**src/rtl/adcas_defs.vh**
```
`ifndef ADCAS_DEFS_VH
`define ADCAS_DEFS_VH

// Register word indices on the Avalon word address.
`define ADCAS_OFS_CTRL       8'hD7
`define ADCAS_OFS_SCAN       8'hE7
`define ADCAS_OFS_IRQ_EN     8'hD8
`define ADCAS_OFS_RES_HI     8'hD0
`define ADCAS_OFS_RES_LO_HI5 5'h19

// Control and status field positions.
`define ADCAS_BIT_PRESC_HI   7
`define ADCAS_BIT_PRESC_LO   6
`define ADCAS_BIT_RSVD       5
`define ADCAS_BIT_FLAG       4
`define ADCAS_BIT_START      3
`define ADCAS_BIT_CONT       2
`define ADCAS_BIT_RISE       1
`define ADCAS_BIT_FALL       0
`define ADCAS_BIT_IRQ_EN     0

// Reset values.
`define ADCAS_RST_CTRL       8'h00
`define ADCAS_RST_SCAN       8'h00
`define ADCAS_RST_IRQ_EN     1'b0

// Sample count in converter clock ticks, result width and first trial code.
`define ADCAS_SAMPLE_TICKS   2'h2
`define ADCAS_RES_BITS       10
`define ADCAS_SAR_MSB        10'h200

`endif

```
**src/rtl/adcas_edge_detect.v**
```verilog
`timescale 1ns/1ps
module adcas_edge_detect (
  input  wire clock,
  input  wire rst_n,
  input  wire pin,
  output wire rise,
  output wire fall
);

  reg sync1_q;
  reg sync2_q;
  reg prev_q;

  // Only the second stage and its delayed copy feed the edge logic.
  always @(posedge clock) begin
    if (!rst_n) begin
      sync1_q <= 1'b0;
      sync2_q <= 1'b0;
      prev_q  <= 1'b0;
    end else begin
      sync1_q <= pin;
      sync2_q <= sync1_q;
      prev_q  <= sync2_q;
    end
  end

  assign rise = sync2_q & ~prev_q;
  assign fall = ~sync2_q & prev_q;

endmodule

```
**src/rtl/adcas_prescaler.v**
```verilog
`timescale 1ns/1ps
module adcas_prescaler (
  input  wire       clock,
  input  wire       rst_n,
  input  wire       run,
  input  wire [1:0] sel,
  output reg        tick
);

  reg  [2:0] cnt_q;
  wire [2:0] limit;

  // Division by m = 2 * (sel + 1) gives a limit of m - 1.
  assign limit = {sel, 1'b1};

  always @(posedge clock) begin
    if (!rst_n) begin
      cnt_q <= 3'h0;
      tick  <= 1'b0;
    end else if (!run) begin
      cnt_q <= 3'h0;
      tick  <= 1'b0;
    end else if (cnt_q == limit) begin
      cnt_q <= 3'h0;
      tick  <= 1'b1;
    end else begin
      cnt_q <= cnt_q + 3'h1;
      tick  <= 1'b0;
    end
  end

endmodule

```
**src/rtl/adcas_top.v**
```verilog
`timescale 1ns/1ps
`include "adcas_defs.vh"
module adcas_top (
  input  wire       clock,
  input  wire       rst_n,
  input  wire [7:0] avs_address,
  input  wire       avs_read,
  input  wire       avs_write,
  input  wire [7:0] avs_writedata,
  output reg  [7:0] avs_readdata,
  output reg        avs_waitrequest,
  input  wire       external_start_pin,
  input  wire       comparator_in,
  output reg  [2:0] analog_channel_n_q,
  output reg        sample_hold_q,
  output reg  [9:0] dac_code_q,
  output reg        capture_pulse_q,
  output reg        irq_q
);

  localparam [4:0] ST_IDLE    = 5'h01;
  localparam [4:0] ST_SETTLE  = 5'h02;
  localparam [4:0] ST_SAMPLE  = 5'h04;
  localparam [4:0] ST_CONVERT = 5'h08;
  localparam [4:0] ST_STORE   = 5'h10;

  // Reset image of the control register; each field takes its own slice of it.
  localparam [7:0] CTRL_RST   = `ADCAS_RST_CTRL;

  // Returns {found, index} of the lowest set bit at or above the given position.
  function [3:0] adcas_pick;
    input [7:0] set;
    input [3:0] from;
    integer     i;
    reg   [3:0] r;
    begin
      r = 4'h0;
      for (i = 7; i >= 0; i = i - 1) begin
        if (set[i] && (i >= from)) begin
          r = {1'b1, i[2:0]};
        end
      end
      adcas_pick = r;
    end
  endfunction

  reg  [1:0] prescale_sel_q;
  reg        continuous_scan_sel_q;
  reg        rise_edge_start_en_q;
  reg        fall_edge_start_en_q;
  reg        scan_complete_flag_q;
  reg        start_status_bit_q;
  reg        start_pend_q;
  reg        irq_en_q;
  reg  [7:0] scan_select_q;
  reg  [7:0] active_set_q;
  reg  [4:0] state_q;
  reg  [1:0] cnt_q;
  reg  [9:0] mask_q;
  reg  [1:0] hi_latch_q;
  reg  [1:0] hi_shadow_q;
  reg  [9:0] result_mem [0:7];
  reg  [7:0] rd_data;
  reg  [9:0] code_v;

  wire       tick;
  wire       pin_rise;
  wire       pin_fall;
  wire       acc;
  wire       wr_acc;
  wire       rd_acc;
  wire       rd_load;
  wire       sel_ctrl;
  wire       sel_scan;
  wire       sel_irq_en;
  wire       sel_res_hi;
  wire       sel_res_lo;
  wire       ctrl_wr;
  wire       edge_start;
  wire       sw_start;
  wire       start_req;
  wire       sw_abort;
  wire       launch;
  wire [3:0] first_new;
  wire [3:0] next_ch;
  wire       in_store;
  wire       loop_done;
  wire       restart;

  adcas_prescaler adcas_prescaler_inst (
    .clock (clock),
    .rst_n (rst_n),
    .run   (state_q != ST_IDLE),
    .sel   (prescale_sel_q),
    .tick  (tick)
  );

  adcas_edge_detect adcas_edge_detect_inst (
    .clock (clock),
    .rst_n (rst_n),
    .pin   (external_start_pin),
    .rise  (pin_rise),
    .fall  (pin_fall)
  );

  // One wait state: the request is seen, then accepted while waitrequest is low.
  assign acc        = (avs_read | avs_write) & ~avs_waitrequest;
  assign wr_acc     = acc & avs_write;
  assign rd_acc     = acc & avs_read;
  assign rd_load    = (avs_read | avs_write) & avs_waitrequest;
  assign sel_ctrl   = (avs_address == `ADCAS_OFS_CTRL);
  assign sel_scan   = (avs_address == `ADCAS_OFS_SCAN);
  assign sel_irq_en = (avs_address == `ADCAS_OFS_IRQ_EN);
  assign sel_res_hi = (avs_address == `ADCAS_OFS_RES_HI);
  assign sel_res_lo = (avs_address[7:3] == `ADCAS_OFS_RES_LO_HI5);
  assign ctrl_wr    = wr_acc & sel_ctrl;

  assign edge_start = (pin_rise & rise_edge_start_en_q) | (pin_fall & fall_edge_start_en_q);
  assign sw_start   = ctrl_wr & avs_writedata[`ADCAS_BIT_START];
  assign start_req  = (sw_start | edge_start) & ~start_status_bit_q;
  assign sw_abort   = ctrl_wr & ~avs_writedata[`ADCAS_BIT_START] & start_status_bit_q;

  // A held-off start waits for the flag to clear; an empty selection blocks it.
  assign launch = (start_req | start_pend_q) & ~scan_complete_flag_q &
                  ~start_status_bit_q & (scan_select_q != 8'h00);

  assign first_new = adcas_pick(scan_select_q, 4'h0);
  assign next_ch   = adcas_pick(active_set_q, {1'b0, analog_channel_n_q} + 4'h1);
  assign in_store  = (state_q == ST_STORE);
  assign loop_done = in_store & ~next_ch[3];
  assign restart   = loop_done & continuous_scan_sel_q & first_new[3];

  always @* begin
    rd_data = 8'h00;
    if (sel_ctrl) begin
      rd_data = {prescale_sel_q, 1'b0, scan_complete_flag_q, start_status_bit_q,
                 continuous_scan_sel_q, rise_edge_start_en_q, fall_edge_start_en_q};
    end else if (sel_scan) begin
      rd_data = scan_select_q;
    end else if (sel_irq_en) begin
      rd_data = {7'h00, irq_en_q};
    end else if (sel_res_hi) begin
      rd_data = {6'h00, hi_latch_q};
    end else if (sel_res_lo) begin
      rd_data = result_mem[avs_address[2:0]][7:0];
    end
  end

  always @(posedge clock) begin
    if (!rst_n) begin
      avs_waitrequest <= 1'b1;
      avs_readdata    <= 8'h00;
    end else if (acc) begin
      avs_waitrequest <= 1'b1;
    end else if (rd_load) begin
      avs_waitrequest <= 1'b0;
      avs_readdata    <= rd_data;
    end
  end

  // Control bits; the reserved bit is not stored and always reads zero.
  always @(posedge clock) begin
    if (!rst_n) begin
      prescale_sel_q        <= CTRL_RST[`ADCAS_BIT_PRESC_HI:`ADCAS_BIT_PRESC_LO];
      continuous_scan_sel_q <= CTRL_RST[`ADCAS_BIT_CONT];
      rise_edge_start_en_q  <= CTRL_RST[`ADCAS_BIT_RISE];
      fall_edge_start_en_q  <= CTRL_RST[`ADCAS_BIT_FALL];
      scan_select_q         <= `ADCAS_RST_SCAN;
      irq_en_q              <= `ADCAS_RST_IRQ_EN;
    end else if (wr_acc) begin
      if (sel_ctrl) begin
        prescale_sel_q        <= avs_writedata[`ADCAS_BIT_PRESC_HI:`ADCAS_BIT_PRESC_LO];
        continuous_scan_sel_q <= avs_writedata[`ADCAS_BIT_CONT];
        rise_edge_start_en_q  <= avs_writedata[`ADCAS_BIT_RISE];
        fall_edge_start_en_q  <= avs_writedata[`ADCAS_BIT_FALL];
      end
      if (sel_scan) begin
        scan_select_q <= avs_writedata;
      end
      if (sel_irq_en) begin
        irq_en_q <= avs_writedata[`ADCAS_BIT_IRQ_EN];
      end
    end
  end

  // Flag, start/status, held-off start, capture and interrupt.
  always @(posedge clock) begin
    if (!rst_n) begin
      scan_complete_flag_q <= 1'b0;
      start_status_bit_q   <= 1'b0;
      start_pend_q         <= 1'b0;
      capture_pulse_q      <= 1'b0;
      irq_q                <= 1'b0;
    end else begin
      // Setting wins over a simultaneous software clear so no loop end is lost.
      if (loop_done) begin
        scan_complete_flag_q <= 1'b1;
      end else if (ctrl_wr && !avs_writedata[`ADCAS_BIT_FLAG]) begin
        scan_complete_flag_q <= 1'b0;
      end
      if (launch) begin
        start_status_bit_q <= 1'b1;
      end else if (sw_abort) begin
        start_status_bit_q <= 1'b0;
      end else if (loop_done && !restart) begin
        start_status_bit_q <= 1'b0;
      end
      if (launch) begin
        start_pend_q <= 1'b0;
      end else if (ctrl_wr && !avs_writedata[`ADCAS_BIT_START]) begin
        start_pend_q <= 1'b0;
      end else if (start_req) begin
        start_pend_q <= 1'b1;
      end
      capture_pulse_q <= edge_start;
      irq_q           <= scan_complete_flag_q & irq_en_q;
    end
  end

  always @* begin
    code_v = dac_code_q;
    if (!comparator_in) begin
      code_v = dac_code_q & ~mask_q;
    end
  end

  // Scan sequencer: settle, sample for two ticks, ten bit trials, store.
  always @(posedge clock) begin
    if (!rst_n) begin
      state_q            <= ST_IDLE;
      active_set_q       <= 8'h00;
      analog_channel_n_q <= 3'h0;
      cnt_q              <= 2'h0;
      mask_q             <= 10'h000;
      dac_code_q         <= 10'h000;
      sample_hold_q      <= 1'b0;
    end else if (sw_abort) begin
      state_q       <= ST_IDLE;
      sample_hold_q <= 1'b0;
    end else begin
      case (state_q)
        ST_IDLE: begin
          if (launch) begin
            active_set_q       <= scan_select_q;
            analog_channel_n_q <= first_new[2:0];
            state_q            <= ST_SETTLE;
          end
        end
        ST_SETTLE: begin
          if (tick) begin
            state_q       <= ST_SAMPLE;
            sample_hold_q <= 1'b1;
            cnt_q         <= 2'h0;
          end
        end
        ST_SAMPLE: begin
          if (tick) begin
            if (cnt_q == `ADCAS_SAMPLE_TICKS - 2'h1) begin
              state_q       <= ST_CONVERT;
              sample_hold_q <= 1'b0;
              mask_q        <= `ADCAS_SAR_MSB;
              dac_code_q    <= `ADCAS_SAR_MSB;
            end else begin
              cnt_q <= cnt_q + 2'h1;
            end
          end
        end
        ST_CONVERT: begin
          if (tick) begin
            if (mask_q[0]) begin
              dac_code_q <= code_v;
              state_q    <= ST_STORE;
            end else begin
              dac_code_q <= code_v | (mask_q >> 1);
              mask_q     <= mask_q >> 1;
            end
          end
        end
        ST_STORE: begin
          if (next_ch[3]) begin
            analog_channel_n_q <= next_ch[2:0];
            state_q            <= ST_SETTLE;
          end else if (restart) begin
            active_set_q       <= scan_select_q;
            analog_channel_n_q <= first_new[2:0];
            state_q            <= ST_SETTLE;
          end else begin
            state_q <= ST_IDLE;
          end
        end
        default: begin
          state_q <= ST_IDLE;
        end
      endcase
    end
  end

  // Results and the high-bit latch are kept through reset on purpose.
  always @(posedge clock) begin
    if (in_store) begin
      result_mem[analog_channel_n_q] <= dac_code_q;
    end
    // Upper bits are taken with the low byte, so a store in between cannot split a pair.
    if (rd_load && avs_read && sel_res_lo) begin
      hi_shadow_q <= result_mem[avs_address[2:0]][9:8];
    end
    if (rd_acc && sel_res_lo) begin
      hi_latch_q <= hi_shadow_q;
    end
  end

endmodule

```
**config.mk**
```make
export PLATFORM = sky130hd
export DESIGN_NAME = adcas_top
export DESIGN_NICKNAME = d
export VERILOG_FILES = /design/src/rtl/adcas_edge_detect.v /design/src/rtl/adcas_prescaler.v /design/src/rtl/adcas_top.v
export VERILOG_INCLUDE_DIRS = /design/src /design/src/rtl
export SDC_FILE = /design/constraint.sdc
export NUM_CORES = 1
export LEC_CHECK = 0
export ABC_AREA = 1
export BUFFER_PORTS_ARGS = -buffer_cell sky130_fd_sc_hd__buf_2
export CORE_MARGIN = 5
export CORE_UTILIZATION = 51
export CTS_BUF_LIST = sky130_fd_sc_hd__clkbuf_2 sky130_fd_sc_hd__clkbuf_4 sky130_fd_sc_hd__clkbuf_8
export DETAILED_ROUTE_END_ITERATION = 10
export PLACE_DENSITY = 0.72
export SLEW_MARGIN = 30
export SYNTH_ARGS = -nofsm -noshare
export SYNTH_HDL_FRONTEND = slang
export SYNTH_SLANG_ARGS = --single-unit
export TNS_END_PERCENT = 100
```
**constraint.sdc**
```tcl
create_clock -name clock -period 2.25 [get_ports clock]
set_clock_uncertainty 0.2 [all_clocks]
set_input_delay 0.225 -clock clock [delete_from_list [all_inputs] [get_ports clock]]
set_output_delay 0.225 -clock clock [all_outputs]
set_load 0.03 [all_outputs]
```
==> out/summary.md <==
After clock tree synthesis, the clock-pin slew on the worst setup and hold paths is 0.08 ns. Clock tree synthesis inserted a total of 17 buffers. Via count of the first global-routing pass: 5396. Kind of critical path: flop to flop. Across the run, the number of max-cap violations was 0. The synthesized netlist devotes 0.542% of its cell area to adder and majority cells.

Counting every net in the synthesized netlist gives 790. The die covers 0.0160 mm2. Summing the sequential cell areas from Yosys gives 57.8% of the chip area. Along the worst path, the maximum fanout reaches 7.

STA classifies the critical path startpoint as a flop. The clock sink count was 158; the maximum clock rate was 474 MHz. The final critical-path share of the clock period is 93.8%, and the multiplexer area fraction after synthesis is 0%. Minimum setup slack after placement: 0.0386 ns. Power spread over the standard cell area amounts to 811 mW/mm2. The share of layout cells above drive strength 1 was 18.8%; the residual antenna-violating net count after detailed routing was 0. The worst register-to-register path has a depth of 13.

The average instance in the mapped netlist occupies 9.06 um2. For this run, the post-layout net count is 877. Most common cell after layout, fill and taps aside: sky130_fd_sc_hd__nor2_1. The global router's overall resource usage came out at 21.3%.

The reg-to-reg startpoint is analog_channel_n_q[0]. Counting along the longest clock path gives a buffer depth of 2. The run finished with clean final reports. After synthesis, the largest family of logic cells by area is simple AND/OR/NAND/NOR gates.

In the final routed layout, each cell accounts on average for 16.2 um. For this design the top-level I/O count stands at 47. The count of flip-flops with a built-in enable after synthesis is 84.

The worst hold path was traced through 4 stages. TritonCTS built the clock tree. The number of antenna violations at the first check in global routing is 0. Terminating pin of the worst hold path: mask_q[3]. In the layout the commonest cells are sky130_fd_sc_hd__nor2_1 (111), sky130_fd_sc_hd__nand2_1 (95), sky130_fd_sc_hd__o21ai_0 (86), sky130_fd_sc_hd__edfxtp_1 (84), sky130_fd_sc_hd__dfxtp_1 (72). The Yosys warning count is 0. The root buffer cell chosen for the clock tree is sky130_fd_sc_hd__clkbuf_8. Before antenna repair, the detailed router went through 5 iterations.

The worst register-to-register path ends at active_set_q[0]. STA classifies the critical path endpoint as a flop. The xor-xnor portion of the synthesized cell area is 0.253%, and the average vias per placed instance is 5.56.

The synthesized netlist devotes 14.7% of its cell area to compound gates. Relative to the synthesized area, the layout overhead comes to 16.9%. Summing the areas of all and, or, nand and nor instances in the mapped netlist gives 21.0% of the synthesized area.

The count of buffers added on input and output ports is 46. The first global-routing pass estimated 27000 um of wire. Data on the critical path is required at its endpoint by 2.40 ns. In this run the most critical hold path is launched from rst_n. In this run, the number of DRC markers left after iteration 0 of detailed routing was 636.

The worst register-to-register path has a setup slack of 0.14 ns. The initialized floorplan defines 42 standard-cell rows. For this run, the share of the core covered by cells in the final layout is 60.9%. The minimum setup slack in the final design was 0.140 ns. Final RePlAce weighted congestion: 0.868. The total detailed-routing wirelength was 16900 um; the count of final hold-check violations was 0. The worst slew margin relative to its limit was 69.4%. The die is 127 um wide.

The total number of vias was 5787; the transition time at the pin with the least slew margin was 0.454 ns. After floorplanning, the core was sized to cover 0.0133 mm2. The commonest register cell after synthesis was sky130_fd_sc_hd__edfxtp_1. Summed over all nets, the half-perimeter wirelength after detailed placement is 11700 um. Entering global routing, the biggest net connects 35 pins. Synthesis instantiated 43 different standard cells from the library.

For this configuration, the core starts out at a cell density of 52.1%. The repair_antennas step left the layout with diodes totalling 0. The tools report the H-tree depth as 4. The total count of max-transition violations in the final report came out at 0.

The die is 127 um tall. IR analysis of the VDD net gives a maximum drop of 528 uV. In this run, synthesis produced a sequential element count of 158.

The routed design could run at a clock period as short as 2.11 ns. The area of the mapped netlist was 0.00693 mm2; the reported leakage power was 3.28 nW. The tightest min-delay check is of the input pin to flop type. The total of endpoints with negative setup slack in the final report was 0; the source-to-sink clock delay at the later pin of the worst-skew pair was 0.46 ns. For this run, asynchronously set or reset flops after synthesis account for 0%. For the synthesized netlist cell count, the log shows 765. Total congestion overflow: 0.

The DRC violation count after routing was 0. The tools report the arrival time at the worst endpoint as 2.26 ns.
where the power goes:
| group | internal [W] | leakage, nW | switching [W] | total (W) |
|---|---|---|---|---|
| clock | 0.000991 | 0.185 | 0.00102 | 0.00201 |
| sequential | 0.00310 | 1.57 | 0.0000820 | 0.00319 |
| combinational | 0.000460 | 1.53 | 0.000913 | 0.00137 |
| total | 0.00455 | 3.28 | 0.00202 | 0.00657 |
state kept, by name (all words and copies together), names as in the netlist, 2 cells and up:
signal,flops
mask_q,10
scan_select_q,8
cnt_q,2
adcas_prescaler_inst.cnt_q,3
hi_shadow_q,2
active_set_q,8
state_q,5
dac_code_q,10
prescale_sel_q,2
result_mem,80
analog_channel_n_q,3
hi_latch_q,2
avs_readdata,8
cell type report:
cell class              count  area, um2
fillers                  1138       5200
clock buffers              19        249
inverters                  72        273
clock inverters            13        123
multi-input cells         508       2580
flip-flops and latches    158       4010
well taps                 176        220
repair buffers             95        642
how the worst max path moves through the flow:
stage | start | to | slack [ns] | depth (start not counted)
after floorplan | state_q[2] | result_mem[5][0] | -0.23 | 5
after detailed placement | analog_channel_n_q[2] | active_set_q[6] | 0.04 | 12
after global placement | analog_channel_n_q[2] | active_set_q[3] | 0.12 | 12
after global routing | state_q[0] | analog_channel_n_q[1] | -0.005 | 11
final | analog_channel_n_q[0] | active_set_q[0] | 0.14 | 13
after CTS | analog_channel_n_q[2] | active_set_q[0] | 0.005 | 12
critical path: stages, from the launching register on:
cell and delay [ns]:
sky130_fd_sc_hd__dfxtp_1 0.34, sky130_fd_sc_hd__ha_2 0.19, sky130_fd_sc_hd__inv_1 0.05, sky130_fd_sc_hd__nand2_1 0.08
sky130_fd_sc_hd__nand2_1 0.08, sky130_fd_sc_hd__nand3_1 0.11, sky130_fd_sc_hd__nand2_2 0.09, sky130_fd_sc_hd__nor2_4 0.15
sky130_fd_sc_hd__nand2_2 0.09, sky130_fd_sc_hd__o21bai_4 0.24, sky130_fd_sc_hd__buf_6 0.14, sky130_fd_sc_hd__nand4_1 0.11
sky130_fd_sc_hd__nand2_1 0.10, sky130_fd_sc_hd__nor2_1 0.05
cell families (layout without fill, tap and decap cells):
logic type | count (synthesis) | after routing
AND/OR/NAND/NOR | 321 | 321
AO/OA/AOI/OAI | 182 | 182
XOR/XNOR | 2 | 2
flip-flops | 158 | 158
adder cells (fa/ha/maj) | 3 | 3
buffers and inverters | 99 | 199
what timing repair did:
| action | in CTS | in global routing |
|---|---|---|
| hold buffers | 16 | 0 |
| hold endpoints to repair | 24 | 0 |
| setup endpoints to repair | 0 | 26 |
| gates resized for setup | 0 | 14 |
| buffers inserted | 0 | 1 |
synth_stat cells (4+ instances only):
master                     number  area, um2
sky130_fd_sc_hd__a31oi_1        7       43.8
sky130_fd_sc_hd__clkinv_1       4       15.0
sky130_fd_sc_hd__dfxtp_1       74       1480
sky130_fd_sc_hd__inv_1         58        218
sky130_fd_sc_hd__nor2_1       115        432
sky130_fd_sc_hd__clkbuf_1      17       63.8
sky130_fd_sc_hd__inv_2          9       33.8
sky130_fd_sc_hd__edfxtp_1      84       2520
sky130_fd_sc_hd__nand4_1       15       93.8
sky130_fd_sc_hd__nand2_1       96        360
sky130_fd_sc_hd__nor2_2         4       25.0
sky130_fd_sc_hd__a21oi_1       55        275
sky130_fd_sc_hd__o21a_1         6       45.0
sky130_fd_sc_hd__nand3_1       42        210
sky130_fd_sc_hd__buf_4          5       37.5
sky130_fd_sc_hd__o21ai_0       86        430
sky130_fd_sc_hd__nand2_2       16        100
sky130_fd_sc_hd__nor3_1        16       80.1
sky130_fd_sc_hd__o211ai_1      11       82.6
per-stage QoR:
step           std cells  hold WS, ns  power [W]  area (um2)  setup TNS (ns)
2_1_floorplan        765        0.123    0.00424        6930           -4.58
3_3_place_gp         992        0.208    0.00451        7510               0
3_5_place_dp         992        0.206    0.00454        7510               0
4_1_cts             1040       0.0363    0.00654        8040               0
5_1_grt             1041       0.0761    0.00691        8100        -0.00452
6_report            1041       0.0624    0.00657        8100               0
layer usage:
| layer | global-route usage [%] | wire length (um) | vias up | part of all wire, % |
|---|---|---|---|---|
| li1 | - | - | 2801 | - |
| met1 | 28.6 | 7430 | 2742 | 44 |
| met2 | 33.7 | 7770 | 209 | 46 |
| met3 | 4.50 | 1220 | 35 | 7.2 |
| met4 | 8.90 | 444 | 0 | 2.6 |
| met5 | 0 | 0 | - | 0 |
Note: power is estimated with default switching activity, not from simulation.
